### config.mk
export PLATFORM = sky130hd
export DESIGN_NAME = rir_status
export DESIGN_NICKNAME = d
export VERILOG_FILES = /design/src/include/rir_pkg.sv /design/src/rtl/rir_zero_run.sv /design/src/rtl/rir_status.sv
export VERILOG_INCLUDE_DIRS = /design/src /design/src/include
export SDC_FILE = /design/constraint.sdc
export NUM_CORES = 1
export LEC_CHECK = 0
export BUFFER_PORTS_ARGS = -buffer_cell sky130_fd_sc_hd__buf_2
export CAP_MARGIN = 20
export CORE_ASPECT_RATIO = 2
export CORE_MARGIN = 1.5
export CORE_UTILIZATION = 35
export CTS_CLUSTER_SIZE = 16
export DETAILED_ROUTE_END_ITERATION = 16
export HOLD_SLACK_MARGIN = 0.02
export SLEW_MARGIN = 20
export SYNTH_ARGS = -nofsm -noshare
export SYNTH_HDL_FRONTEND = slang
export SYNTH_HIERARCHICAL = 1
export SYNTH_SLANG_ARGS = --single-unit
### constraint.sdc
create_clock -name sys_clk -period 4.9 [get_ports sys_clk]
set_input_delay 0 -clock sys_clk [delete_from_list [all_inputs] [get_ports sys_clk]]
set_output_delay 0 -clock sys_clk [all_outputs]
set_load 0.03 [all_outputs]
### src/include/rir_defines.svh
// Offsets, field positions and timing counts of the receive information registers
`ifndef RIR_DEFINES_SVH
`define RIR_DEFINES_SVH

// Register offsets on the parallel control port
`define RIR_OFS_LEVEL_CLOCK 8'h10
`define RIR_OFS_FRAMING 8'h22
`define RIR_OFS_ALARM_CLEAR 8'h31
`define RIR_RESET_VALUE 8'h00

// Framing information register fields
`define RIR_ALIGN_CHANGE_BIT 7
`define RIR_EIGHT_ZERO_BIT 6
`define RIR_SIXTEEN_ZERO_BIT 5
`define RIR_RX_FULL_BIT 4
`define RIR_RX_EMPTY_BIT 3
`define RIR_SEVERE_FRAMING_BIT 2
`define RIR_B8ZS_SEEN_BIT 1
`define RIR_FRAMING_ERR_BIT 0

// Alarm clear information register fields
`define RIR_SYNC_REGAINED_BIT 7
`define RIR_CARRIER_RESTORED_BIT 6
`define RIR_TX_FULL_BIT 5
`define RIR_TX_EMPTY_BIT 4
`define RIR_TX_SLIP_BIT 3
`define RIR_BLUE_CLEARED_BIT 2
`define RIR_RX_DENSITY_BIT 1
`define RIR_TX_DENSITY_BIT 0

// Level and clock information register fields
`define RIR_LEVEL_MSB_BIT 7
`define RIR_LEVEL_LSB_BIT 6
`define RIR_JITTER_LIMIT_BIT 5
`define RIR_CLOCK_LOST_BIT 4
`define RIR_CARRIER_LOST_BIT 3

// Line detector thresholds
`define RIR_EIGHT_ZERO_RUN 8
`define RIR_SIXTEEN_ZERO_RUN 16
`define RIR_CARRIER_ZERO_RUN 192
`define RIR_RESTORE_WINDOW 7'd112
`define RIR_RESTORE_ONES 4'd14
`define RIR_SEVERE_ERR_COUNT 2
`define RIR_JITTER_MARGIN 8'd4

// Receive clock loss timing
`define RIR_SYS_CLK_NS 50
`define RIR_CLK_LOSS_MIN_NS 2000
`define RIR_CLK_LOSS_MAX_NS 4000
`define RIR_CLK_LOSS_CYC ((`RIR_CLK_LOSS_MIN_NS + `RIR_SYS_CLK_NS - 1) / `RIR_SYS_CLK_NS)

`endif

### src/include/rir_pkg.sv
// Types shared by the receive information status logic
package rir_pkg;

  // Carrier loss and restore tracking
  typedef enum logic [1:0] {
    RIR_CARRIER_OK,
    RIR_CARRIER_LOST,
    RIR_CARRIER_WINDOW
  } rir_carrier_t;

  // One-cycle event pulses from framer and elastic stores
  typedef struct packed {
    logic rx_full;
    logic rx_empty;
    logic tx_full;
    logic tx_empty;
    logic tx_slip;
    logic fbit_valid;
    logic fbit_err;
    logic b8zs_seen;
    logic resync_done;
  } rir_frm_ev_t;

  // Alarm levels from framer and line interface
  typedef struct packed {
    logic in_sync;
    logic carrier_ok;
    logic blue_alarm;
  } rir_lvl_t;

endpackage

### src/rtl/rir_zero_run.sv
// Zero run detector pulsing once when a run reaches its threshold
`timescale 1ns/1ns
module rir_zero_run #(
  parameter int unsigned THRESH = 8
) (
  // Clock and reset
  input wire logic sys_clk,
  input wire logic reset_n,
  // Bit stream
  input wire logic bit_valid,
  input wire logic bit_one,
  // Threshold reached
  output logic run_hit
);
  import rir_pkg::*;

  localparam logic [7:0] LIM = THRESH[7:0];

  logic [7:0] run_cnt;
  logic [7:0] next_run_cnt;
  logic next_run_hit;

  // Saturating count so one long run gives one pulse only
  always_comb begin
    next_run_cnt = run_cnt;
    next_run_hit = 1'b0;
    if (bit_valid) begin
      if (bit_one) begin
        next_run_cnt = 8'h00;
      end else if (run_cnt != LIM) begin
        next_run_cnt = run_cnt + 8'h01;
        next_run_hit = (run_cnt == LIM - 8'h01);
      end
    end
  end

  // Register stage
  always_ff @(posedge sys_clk or negedge reset_n) begin
    if (!reset_n) begin
      run_cnt <= 8'h00;
      run_hit <= 1'b0;
    end else begin
      run_cnt <= next_run_cnt;
      run_hit <= next_run_hit;
    end
  end

  // Pulse only when the run reaches its threshold
  hit_on_threshold_a: assert property (@(posedge sys_clk) disable iff (!reset_n)
    run_hit |-> run_cnt == LIM && $past(bit_valid) && !$past(bit_one))
    else $error("zero run pulse without threshold");

  // Counter never passes threshold
  count_saturates_a: assert property (@(posedge sys_clk) disable iff (!reset_n)
    run_cnt <= LIM)
    else $error("zero run counter passed threshold");

endmodule

### src/rtl/rir_status.sv
// Receive information registers: line detectors, latched flags, masked host reads
// Functional notes
// - Flag runs of sixteen or more zeros
// - Flag elastic store full, frame deleted
// - Flag elastic store empty, frame repeated
// - Flag transmit store slip, repeat or delete
// - Flag carrier restore, hold until read
// - Flag blue alarm end, hold until read
// - Flag ones density failure, both directions
// - Flag jitter fill within four of limit
// - Flag receive clock idle two to four us
// - Carrier loss after 192 consecutive zeros
// - Carrier loss clears on 14 ones/112
// - Receive level in level register bits 7:6
// - Level register bits 2:0 carry nothing
// - Level code 00 to 11, rising attenuation
// - Latch events, clear on read, reset again
// - Written mask selects which copy bits update
`timescale 1ns/1ns
`include "rir_defines.svh"
module rir_status (
  // Clock and reset
  input wire logic sys_clk,
  input wire logic reset_n,
  // Receive line pins
  input wire logic rx_clock_in,
  input wire logic rx_positive_rail_in,
  input wire logic rx_negative_rail_in,
  // Transmit bit stream after formatter
  input wire logic tx_bit_valid,
  input wire logic tx_bit_one,
  // Framer, elastic store and line interface status
  input wire rir_pkg::rir_frm_ev_t frm_ev,
  input wire logic [7:0] align_pos,
  input wire rir_pkg::rir_lvl_t lvl,
  input wire logic [6:0] ja_fill,
  input wire logic [6:0] ja_limit,
  input wire logic [1:0] rx_level,
  // Parallel control port
  input wire logic [7:0] bus_addr,
  input wire logic [7:0] bus_wdata,
  input wire logic bus_wr,
  input wire logic bus_rd,
  output logic [7:0] bus_rdata
);
  import rir_pkg::*;

  localparam logic [6:0] LOSS_CYC = 7'(`RIR_CLK_LOSS_CYC);

  // Line input synchronisers and recovered bit strobe
  logic rck_s1, rck_s2, rck_s3, pos_s1, pos_s2, neg_s1, neg_s2;
  logic [6:0] idle_cnt;
  logic [6:0] next_idle_cnt;
  logic rx_bit_valid, rx_bit_one, clk_lost;

  assign rx_bit_valid = rck_s2 & ~rck_s3;
  assign rx_bit_one = pos_s2 | neg_s2;
  assign clk_lost = (idle_cnt == LOSS_CYC);

  always_comb begin
    next_idle_cnt = idle_cnt;
    if (rck_s2 != rck_s3) begin
      next_idle_cnt = 7'h00;
    end else if (!clk_lost) begin
      next_idle_cnt = idle_cnt + 7'h01;
    end
  end

  // Two stages before any logic reads a pin
  always_ff @(posedge sys_clk or negedge reset_n) begin
    if (!reset_n) begin
      rck_s1 <= 1'b0;
      rck_s2 <= 1'b0;
      rck_s3 <= 1'b0;
      pos_s1 <= 1'b0;
      pos_s2 <= 1'b0;
      neg_s1 <= 1'b0;
      neg_s2 <= 1'b0;
      idle_cnt <= 7'h00;
    end else begin
      rck_s1 <= rx_clock_in;
      rck_s2 <= rck_s1;
      rck_s3 <= rck_s2;
      pos_s1 <= rx_positive_rail_in;
      pos_s2 <= pos_s1;
      neg_s1 <= rx_negative_rail_in;
      neg_s2 <= neg_s1;
      idle_cnt <= next_idle_cnt;
    end
  end

  // Zero run detectors on receive and transmit streams
  logic zero8_hit, zero16_hit, zero192_hit, tx_zero16_hit;

  rir_zero_run #(.THRESH(`RIR_EIGHT_ZERO_RUN)) u_zero8 (
    .sys_clk(sys_clk), .reset_n(reset_n), .bit_valid(rx_bit_valid),
    .bit_one(rx_bit_one), .run_hit(zero8_hit));
  rir_zero_run #(.THRESH(`RIR_SIXTEEN_ZERO_RUN)) u_zero16 (
    .sys_clk(sys_clk), .reset_n(reset_n), .bit_valid(rx_bit_valid),
    .bit_one(rx_bit_one), .run_hit(zero16_hit));
  rir_zero_run #(.THRESH(`RIR_CARRIER_ZERO_RUN)) u_zero192 (
    .sys_clk(sys_clk), .reset_n(reset_n), .bit_valid(rx_bit_valid),
    .bit_one(rx_bit_one), .run_hit(zero192_hit));
  rir_zero_run #(.THRESH(`RIR_SIXTEEN_ZERO_RUN)) u_tx_zero16 (
    .sys_clk(sys_clk), .reset_n(reset_n), .bit_valid(tx_bit_valid),
    .bit_one(tx_bit_one), .run_hit(tx_zero16_hit));

  // Framer carrier loss tracking
  rir_carrier_t carrier_state, next_carrier_state;
  logic [6:0] win_cnt, next_win_cnt;
  logic [3:0] ones_cnt, next_ones_cnt;

  // entry on long zero run, exit on ones density window
  always_comb begin
    next_carrier_state = carrier_state;
    next_win_cnt = win_cnt;
    next_ones_cnt = ones_cnt;
    case (carrier_state)
      RIR_CARRIER_OK: begin
        if (zero192_hit) begin
          next_carrier_state = RIR_CARRIER_LOST;
        end
      end
      RIR_CARRIER_LOST: begin
        // Window opens on the first one received
        if (rx_bit_valid && rx_bit_one) begin
          next_carrier_state = RIR_CARRIER_WINDOW;
          next_win_cnt = 7'h01;
          next_ones_cnt = 4'h1;
        end
      end
      RIR_CARRIER_WINDOW: begin
        if (rx_bit_valid) begin
          next_win_cnt = win_cnt + 7'h01;
          next_ones_cnt = ones_cnt + {3'h0, rx_bit_one};
          if (next_ones_cnt >= `RIR_RESTORE_ONES) begin
            next_carrier_state = RIR_CARRIER_OK;
          end else if (next_win_cnt == `RIR_RESTORE_WINDOW) begin
            next_carrier_state = RIR_CARRIER_LOST;
          end
        end
      end
      default: begin
        next_carrier_state = RIR_CARRIER_OK;
      end
    endcase
  end

  // Carrier state registers
  always_ff @(posedge sys_clk or negedge reset_n) begin
    if (!reset_n) begin
      carrier_state <= RIR_CARRIER_OK;
      win_cnt <= 7'h00;
      ones_cnt <= 4'h0;
    end else begin
      carrier_state <= next_carrier_state;
      win_cnt <= next_win_cnt;
      ones_cnt <= next_ones_cnt;
    end
  end

  // Framing error history, alignment memory and alarm edges
  logic [5:0] ferr_hist, next_ferr_hist;
  logic [7:0] prev_align, next_prev_align;
  rir_lvl_t lvl_q;
  logic severe_hit, align_moved, ja_near;

  assign severe_hit = frm_ev.fbit_valid && ($countones(next_ferr_hist) >= `RIR_SEVERE_ERR_COUNT);
  assign align_moved = frm_ev.resync_done && (align_pos != prev_align);
  // extended to eight bits so the margin cannot wrap
  assign ja_near = ({1'b0, ja_fill} + `RIR_JITTER_MARGIN) >= {1'b0, ja_limit};

  always_comb begin
    next_ferr_hist = ferr_hist;
    next_prev_align = prev_align;
    if (frm_ev.fbit_valid) begin
      next_ferr_hist = {ferr_hist[4:0], frm_ev.fbit_err};
    end
    if (frm_ev.resync_done) begin
      next_prev_align = align_pos;
    end
  end

  // History registers
  always_ff @(posedge sys_clk or negedge reset_n) begin
    if (!reset_n) begin
      ferr_hist <= 6'h00;
      prev_align <= 8'h00;
      lvl_q <= '0;
    end else begin
      ferr_hist <= next_ferr_hist;
      prev_align <= next_prev_align;
      lvl_q <= lvl;
    end
  end

  // Set vectors, one per register
  logic [7:0] set1, set2, set3;

  always_comb begin
    set1 = 8'h00;
    set2 = 8'h00;
    set3 = 8'h00;
    set1[`RIR_ALIGN_CHANGE_BIT] = align_moved;
    set1[`RIR_EIGHT_ZERO_BIT] = zero8_hit;
    set1[`RIR_SIXTEEN_ZERO_BIT] = zero16_hit;
    set1[`RIR_RX_FULL_BIT] = frm_ev.rx_full;
    set1[`RIR_RX_EMPTY_BIT] = frm_ev.rx_empty;
    set1[`RIR_SEVERE_FRAMING_BIT] = severe_hit;
    set1[`RIR_B8ZS_SEEN_BIT] = frm_ev.b8zs_seen;
    set1[`RIR_FRAMING_ERR_BIT] = frm_ev.fbit_valid & frm_ev.fbit_err;
    set2[`RIR_SYNC_REGAINED_BIT] = lvl.in_sync & ~lvl_q.in_sync;
    set2[`RIR_CARRIER_RESTORED_BIT] = lvl.carrier_ok & ~lvl_q.carrier_ok;
    set2[`RIR_TX_FULL_BIT] = frm_ev.tx_full;
    set2[`RIR_TX_EMPTY_BIT] = frm_ev.tx_empty;
    set2[`RIR_TX_SLIP_BIT] = frm_ev.tx_slip;
    set2[`RIR_BLUE_CLEARED_BIT] = ~lvl.blue_alarm & lvl_q.blue_alarm;
    set2[`RIR_RX_DENSITY_BIT] = zero16_hit;
    set2[`RIR_TX_DENSITY_BIT] = tx_zero16_hit;
    set3[`RIR_JITTER_LIMIT_BIT] = ja_near;
    set3[`RIR_CLOCK_LOST_BIT] = clk_lost;
    set3[`RIR_CARRIER_LOST_BIT] = (carrier_state != RIR_CARRIER_OK);
  end

  // Latched flags, host copies and read data
  logic [7:0] lat1, lat2, lat3, copy1, copy2, copy3;
  logic [7:0] next_lat1, next_lat2, next_lat3;
  logic [7:0] next_copy1, next_copy2, next_copy3, next_rdata;
  logic [7:0] live3;
  logic rd1, rd2, rd3, wr1, wr2, wr3;

  assign rd1 = bus_rd && (bus_addr == `RIR_OFS_FRAMING);
  assign rd2 = bus_rd && (bus_addr == `RIR_OFS_ALARM_CLEAR);
  assign rd3 = bus_rd && (bus_addr == `RIR_OFS_LEVEL_CLOCK);
  assign wr1 = bus_wr && (bus_addr == `RIR_OFS_FRAMING);
  assign wr2 = bus_wr && (bus_addr == `RIR_OFS_ALARM_CLEAR);
  assign wr3 = bus_wr && (bus_addr == `RIR_OFS_LEVEL_CLOCK);
  // level is live, low bits read zero
  assign live3 = {rx_level, lat3[5:3], 3'h0};

  always_comb begin
    // clear what was shown on read, a same-cycle set wins
    next_lat1 = (lat1 & ~(rd1 ? copy1 : 8'h00)) | set1;
    next_lat2 = (lat2 & ~(rd2 ? copy2 : 8'h00)) | set2;
    next_lat3 = ((lat3 & ~(rd3 ? copy3 : 8'h00)) | set3) & 8'h38;
    // mask write refreshes only ones, write-back leaves late arrivals latched
    next_copy1 = wr1 ? ((bus_wdata & lat1) | (~bus_wdata & copy1)) : copy1;
    next_copy2 = wr2 ? ((bus_wdata & lat2) | (~bus_wdata & copy2)) : copy2;
    next_copy3 = wr3 ? ((bus_wdata & live3) | (~bus_wdata & copy3)) : copy3;
    // Unmapped reads answer zero
    next_rdata = bus_rdata;
    if (bus_rd) begin
      next_rdata = rd1 ? copy1 : rd2 ? copy2 : rd3 ? copy3 : 8'h00;
    end
  end

  // Register stage for flags and port
  always_ff @(posedge sys_clk or negedge reset_n) begin
    if (!reset_n) begin
      lat1 <= `RIR_RESET_VALUE;
      lat2 <= `RIR_RESET_VALUE;
      lat3 <= `RIR_RESET_VALUE;
      copy1 <= `RIR_RESET_VALUE;
      copy2 <= `RIR_RESET_VALUE;
      copy3 <= `RIR_RESET_VALUE;
      bus_rdata <= `RIR_RESET_VALUE;
    end else begin
      lat1 <= next_lat1;
      lat2 <= next_lat2;
      lat3 <= next_lat3;
      copy1 <= next_copy1;
      copy2 <= next_copy2;
      copy3 <= next_copy3;
      bus_rdata <= next_rdata;
    end
  end

  // Clock loss flag within the bound
  clock_loss_flag_a: assert property (@(posedge sys_clk) disable iff (!reset_n)
    $rose(clk_lost) |=> lat3[`RIR_CLOCK_LOST_BIT])
    else $error("clock loss not latched");

  // No clock loss within eight cycles after a clock edge
  clock_idle_count_a: assert property (@(posedge sys_clk) disable iff (!reset_n)
    (rck_s2 != rck_s3) |=> !clk_lost [*8])
    else $error("clock loss raised too early");

  // Set beats same-cycle read clear
  set_beats_clear_a: assert property (@(posedge sys_clk) disable iff (!reset_n)
    (|set2) |=> ((lat2 & $past(set2)) == $past(set2)))
    else $error("event lost against clear");

  // Read clears reported bits
  read_clears_bits_a: assert property (@(posedge sys_clk) disable iff (!reset_n)
    (rd1 && set1 == 8'h00) |=> ((lat1 & $past(copy1)) == 8'h00))
    else $error("reported flag not cleared");

  // Mask write merges latest and held bits
  mask_write_merge_a: assert property (@(posedge sys_clk) disable iff (!reset_n)
    wr2 |=> copy2 == (($past(bus_wdata) & $past(lat2)) | (~$past(bus_wdata) & $past(copy2))))
    else $error("mask write merge wrong");

  // Spare level bits read zero
  spare_bits_zero_a: assert property (@(posedge sys_clk) disable iff (!reset_n)
    rd3 |=> bus_rdata[2:0] == 3'h0)
    else $error("spare bits not zero");

  // Carrier loss flag held while not restored
  carrier_loss_hold_a: assert property (@(posedge sys_clk) disable iff (!reset_n)
    (carrier_state != RIR_CARRIER_OK) |=> lat3[`RIR_CARRIER_LOST_BIT])
    else $error("carrier loss flag dropped");

  // Restore window never passes its length
  restore_window_a: assert property (@(posedge sys_clk) disable iff (!reset_n)
    (carrier_state == RIR_CARRIER_WINDOW) |-> win_cnt < `RIR_RESTORE_WINDOW)
    else $error("restore window overran");

  // Unmapped read answers zero
  unmapped_zero_a: assert property (@(posedge sys_clk) disable iff (!reset_n)
    (bus_rd && !rd1 && !rd2 && !rd3) |=> bus_rdata == 8'h00)
    else $error("unmapped read not zero");

endmodule

==> impl_metrics.tcl, run 1 <==
set metrics [dict create \
    ys_seq_area_share_pct 48.65 \
    slew_viol_final 0 \
    start_util_pct 35.78 \
    num_vias 5109 \
    cellPowerDensity_nw_per_um2 318.2 \
    leakage_uw 0.003811 \
    fmax_mhz 360.6 \
    dieWidth_um 101.1 \
    overflow 0 \
    synth_flop_cell "dfrtp_1" \
    cap_violations 0 \
    worstPathArrival_ns 3.08 \
    drt.antenna.violating_nets 0 \
    synth_nets 690 \
    viasPerCell 5.140 \
    setup_slack_ns 2.127 \
    drt_pre_antenna_iters 4 \
    clock_path_buffers 2 \
    critPathLaunchType "input pin" \
    routedWlPerCell_um 15.42 \
    async_flop_share_pct 100.0 \
    place_ws_ns 2.145 \
    antenna_found_initial 0 \
    final_nets 812 \
    netlist_area_um2 6738 \
    core_um2 18830 \
    cpLargestDelayFamily "adder cells" \
    syn_inst 604 \
    critPathKind "input pin to register" \
    crit_slowest_cell "fa_1" \
    status "finished clean" \
    diodes 0 \
    wl_mm 15.33 \
    track_usage_pct 16.25 \
    ys_warn_count 6 \
    root_buffer "clkbuf_16" \
    fin_crit_ns 2.773 \
    rsz0062_at_grt "no" \
    dieArea_um2 20140 \
    cp_common_cell "fa_1" \
    area.sequential_um2 3278 \
    pin_count 69 \
    ys_ff_latch 131 \
    max_stage_delay_ns 0.54 \
    slew_headroom_pct 38.04 \
    post_cts_buffers 0 \
    min_path_type "input pin to register" \
    fin_crit_sh_pct 56.59 \
    finalWeightedCongestion 0.8266 \
    rows 71 \
    critPathBufInv 3 \
    ir_drop_uv 190.0 \
    clk_pin_slew_ns 0.06 \
    grt_first_pass_wirelength_mm 25.79 \
    synth.distinct_cells 75 \
    synth_edf_count 0 \
    grt_pass1_vias 5488 \
    die_h_um 199.2 \
    cts_max_level 4 \
    grt_max_degree 69 \
    skew_ns 0.006209 \
    hpwl_mm 10.58 \
    tns_ns 0 \
    cts-resized-gates 0 \
    num-fill-cells 1759 \
    io_buffers 68 \
    critical_path_required_ns 5.21 \
    drive_above_1_share_pct 20.97 \
    cts_made_buffers 17 \
    syn_avg_cell_area_um2 11.16 \
    area_growth_pct 24.10 \
    path_max_fanout 8 \
    clk-insertion-delay-late_ns 0.42 \
    crit_chain "dlygate4sd3_1 > buf_2 > mux2_2 > fa_1 > inv_1 > fa_1 > nand2b_1 > fa_1 > nand2_1 > a22o_1" \
    drt-initial-drc-count 169 \
    worst_pin_slew_ns 0.9294 \
    clkSinkCount 131 \
    cts_tree "yes" \
    setup_viol 0 \
    hold_viol_final 0 \
    end_kind "register" \
    multi_input_area_um2 3164 \
    holdWs_ns 0.06233 \
    drc 0 \
    power.total_uw 2661 \
]
-- cell type report --
class,instances,share of cell area [%]
Clock buffer,23,5.716
Clock inverter,9,0.9577
Inverter,49,2.200
Multi-Input combinational cell,407,37.84
Sequential cell,131,39.20
Tap cell,255,3.816
Timing Repair Buffer,120,10.26
-- per-stage QoR --
step / util [%] / instance area, µm² / instances
after CTS: 44.40 / 8362 / 994
after detailed placement: 38.78 / 7303 / 912
after global placement: 38.78 / 7303 / 912
after global routing: 44.40 / 8362 / 994
final: 44.40 / 8362 / 994
after floorplan: - / 6738 / 604
-- tightest hold or removal path, stage by stage --
cell and delay, ns:
buf_2 0.10, nand2_1 0.07, o21bai_1 0.16, a221o_1 0.11
-- routing by layer --
metal / vias to the layer above / wire (µm) / global-route usage [%]
li1: 2412 / - / -
met1: 2572 / 5955 / 17.29
met2: 97 / 8537 / 30.38
met3: 28 / 441 / 2.728
met4: 0 / 399 / 7.665
met5: - / 0 / 0
-- path summary, 6_finish.rpt --
| check | slack (ns) | cells past startpoint | from | endpoint |
|---|---|---|---|---|
| max | 2.13 | 10 | frm_ev[3] | lat1[2] |
| min in group asynchronous | 0.24 | 2 | reset_n | lat3[5] |
| min | 0.06 | 4 | ja_fill[6] | lat3[5] |
| min reg2reg | 0.35 | 0 | pos_s1 | pos_s2 |
| max in group asynchronous | 3.30 | 3 | reset_n | asynchronous set/reset pin |
| max reg2reg | 2.14 | 8 | ferr_hist[0] | lat1[2] |
-- power by group --
group          internal [µW]  total, µW  switching [µW]
combinational            145        294             148
clock                    733       1190             460
sequential              1130       1170            44.1
-- cell usage after synthesis (8+ instances only) --
cell / number / area share [%]
a22o_1: 19 / 2.5
nor2b_1: 12 / 1.1
mux2i_1: 11 / 1.6
dfrtp_1: 131 / 49
nor4_1: 8 / 0.74
nand3_2: 11 / 1.6
xor2_1: 13 / 1.7
mux2_4: 11 / 2.5
nor2_1: 13 / 0.72
o211ai_1: 10 / 1.1
xnor2_1: 8 / 1.0
mux2_2: 21 / 3.5
nand3_1: 29 / 2.2
o21ai_0: 20 / 1.5
nand2_1: 50 / 2.8
nand2b_1: 13 / 1.2
inv_1: 49 / 2.7
a21o_1: 11 / 1.2
ha_1: 22 / 4.1
-- cell families after synthesis --
group | count (synthesis) | share of synthesized area, %
multiplexers | 48 | 8.431
XOR/XNOR | 21 | 2.730
AO/OA/AOI/OAI | 117 | 13.33
adder cells (fa/ha/maj) | 25 | 4.977
AND/OR/NAND/NOR | 196 | 17.49
flip-flops | 131 | 48.65
buffers and inverters | 66 | 4.382
-- timing repair --
| action | in CTS | in global routing |
|---|---|---|
| hold buffers | 50 | 0 |
| hold endpoints to repair | 138 | 0 |
| setup endpoints to repair | 0 | 0 |
-- cells in the final DEF (no fill, tap or decap), types with 5 or more instances in the layout --
master / n
nor4_1: 8
o22ai_1: 5
o21ai_0: 20
nand2_1: 50
mux2i_1: 11
a22oi_1: 5
nand3_2: 11
nand2b_1: 13
dfrtp_1: 131
or4_1: 5
a211o_1: 6
xor2_1: 13
inv_1: 49
clkbuf_16: 17
o311ai_1: 5
or3_1: 5
and2_1: 5
nand4_1: 6
mux2_2: 21
mux2_4: 11
buf_2: 67
o211ai_1: 10
nor2_1: 13
a22o_1: 19
ha_1: 22
dlygate4sd3_1: 50
mux2_1: 5
nand3_1: 29
a21o_1: 11
nor2b_1: 12
xnor2_1: 8
(Power assumes the default switching activity.)
==> run 2, diff against run 1 <==
==> constraint.sdc (replaced) <==
create_clock -name sys_clk -period 2.6 [get_ports sys_clk]
set_input_delay 0 -clock sys_clk [delete_from_list [all_inputs] [get_ports sys_clk]]
set_output_delay 0 -clock sys_clk [all_outputs]
set_load 0.03 [all_outputs]
==> impl_metrics.tcl, run 2 (synthesized netlist as in run 1, its figures left out) <==
set metrics [dict create \
    grt_first_pass_wirelength_mm 24.57 \
    antenna_found_initial 0 \
    cp.depth 8 \
    holdWs_ns 0.04717 \
    clk-insertion-delay-late_ns 0.42 \
    num_vias 5086 \
    p_clk_share_pct 48.8 \
    worstPathArrival_ns 3.03 \
    core_um2 18830 \
    rsz0062_at_grt "yes" \
    p_seq_share_pct 40.1 \
    multi_input_area_um2 3176 \
    hpwl_mm 10.52 \
    num-fill-cells 1744 \
    p_sw_share_pct 23.17 \
    setup_slack_ns -0.1230 \
    hold-path-cell-count 4 \
    die_h_um 199.2 \
    cts_made_buffers 17 \
    stdcell_count 1004 \
    cpLargestDelayFamily "adder cells" \
    clock_path_buffers 2 \
    status "finished with violations" \
    crit_chain "mux2_4 > fa_1 > inv_1 > fa_1 > nand2b_4 > fa_1 > nand2_1 > a22o_1" \
    dieWidth_um 101.1 \
    cts_max_level 4 \
    fin_crit_ns 2.723 \
    clkSinkCount 131 \
    root_buffer "clkbuf_16" \
    drt_pre_antenna_iters 4 \
    reg2reg_depth 8 \
    cts-resized-gates 0 \
    tns_ns -0.1230 \
    power.total_uw 5505 \
    final_nets 822 \
    p_int_uw 4230 \
    crit_end "lat1[2]" \
    clk_pin_slew_ns 0.06 \
    worstReg2RegStart "ferr_hist[0]" \
    start_util_pct 35.78 \
    min_path_type "input pin to register" \
    r2r_setup_slack_ns -0.12 \
    power_frac_comb_pct 11.0 \
    overflow 0 \
    drt-initial-drc-count 128 \
    track_usage_pct 15.41 \
    drt.antenna.violating_nets 0 \
    drc 0 \
    max_stage_delay_ns 0.55 \
    crit_slowest_cell "fa_1" \
    area.sequential_um2 3278 \
    finalWeightedCongestion 0.8404 \
    dieArea_um2 20140 \
    placed_cell_area_um2 7392 \
    path_max_fanout 2 \
    setup_viol 1 \
    ir_drop_uv 383.7 \
    hold_start "ja_fill[6]" \
    rows 71 \
    switchingPower_uw 1275 \
    routedWlPerCell_um 14.95 \
    cts_tree "yes" \
    violations "setup timing" \
    startpoint "ferr_hist[0]" \
    slew_viol_final 0 \
    drive_above_1_share_pct 22.30 \
    fin_crit_sh_pct 104.7 \
    grt_max_degree 56 \
    final_common_cell "dfrtp_1" \
    critPathBufInv 1 \
    slew_headroom_pct 55.13 \
    end_kind "register" \
    wl_mm 15.01 \
    skew_ns 0.009586 \
    fmax_mhz 367.2 \
    final_cell_mix "131 x dfrtp_1, 67 x buf_2, 52 x dlygate4sd3_1" \
    critical_path_required_ns 2.91 \
    diodes 0 \
    grt_pass1_vias 5313 \
    leakage_uw 0.003939 \
    cap_violations 0 \
    critPathKind "register to register" \
    cellPowerDensity_nw_per_um2 641.0 \
    area_growth_pct 27.48 \
    cp_common_cell "fa_1" \
    viasPerCell 5.066 \
    pin_count 69 \
    design_area_um2 8589 \
    hold_viol_final 0 \
    io_buffers 68 \
    worst_pin_slew_ns 0.6731 \
    critPathLaunchType "register" \
    placedCellCount 919 \
    r2r-end "lat1[2]" \
]
==> run 2: changes by cell type in the layout (fill, tap and decap cells not counted) <==
cell / change
clkinv_2: -2
mux2_2: -1
nand2b_4: +1
buf_4: +6
clkbuf_1: -3
clkinv_4: +4
dlygate4sd3_1: +2
buf_12: +2
clkinvlp_4: -3
bufinv_16: +4
nand2b_1: -1
mux2_4: +1
==> run 2: worst min-delay path by stage <==
stage	endpoint
2_1_floorplan	asynchronous set/reset pin
3_3_place_gp	asynchronous set/reset pin
3_5_place_dp	asynchronous set/reset pin
4_1_cts	lat1[2]
5_1_grt	lat3[5]
6_report	lat3[5]
==> run 2: what timing repair did <==
| item | CTS | global route |
|---|---|---|
| setup buffers | 1 | 0 |
| hold endpoints to repair | 116 | 0 |
| setup endpoints to repair | 1 | 1 |
| cloned | 0 | 0 |
| hold buffers | 52 | 0 |
| pin swaps | 0 | 0 |
==> run 2: tightest hold or removal path, stage by stage <==
cell,delay (ns)
buf_2,0.10
nand2_1,0.05
o21bai_1,0.15
a221o_1,0.13
==> run 2: final cells by class <==
cell class,instances,share of cell area (%)
Clock buffer,20,5.433
Multi-Input combinational cell,407,36.97
Timing Repair Buffer,130,11.22
Clock inverter,12,2.360
Sequential cell,131,38.16
Inverter,49,2.141
Tap cell,255,3.714
==> run 2: power groups by stage <==
stage	clock network (µW)	logic, µW	registers, µW
2_1_floorplan	0	328	2220
3_3_place_gp	0	493	2240
3_5_place_dp	0	517	2250
4_1_cts	2740	612	2210
5_1_grt	2840	677	2220
6_report	2690	606	2210
==> run 2: through the flow <==
| stage | setup WS, ns | util, % |
|---|---|---|
| finish | -0.1230 | 45.61 |
| global route | -0.1968 | 45.61 |
| CTS | -0.1206 | 45.61 |
| detailed placement | -0.1145 | 39.25 |
| global placement | -0.07362 | 39.25 |
| floorplan | 0.001855 | - |
==> run 2: layer usage <==
layer	wire [µm]	global-route usage (%)	vias up
met5	0	0	-
met4	360	6.739	0
met3	430	2.973	26
met2	8336	29.65	95
met1	5885	15.62	2534
li1	-	-	2431
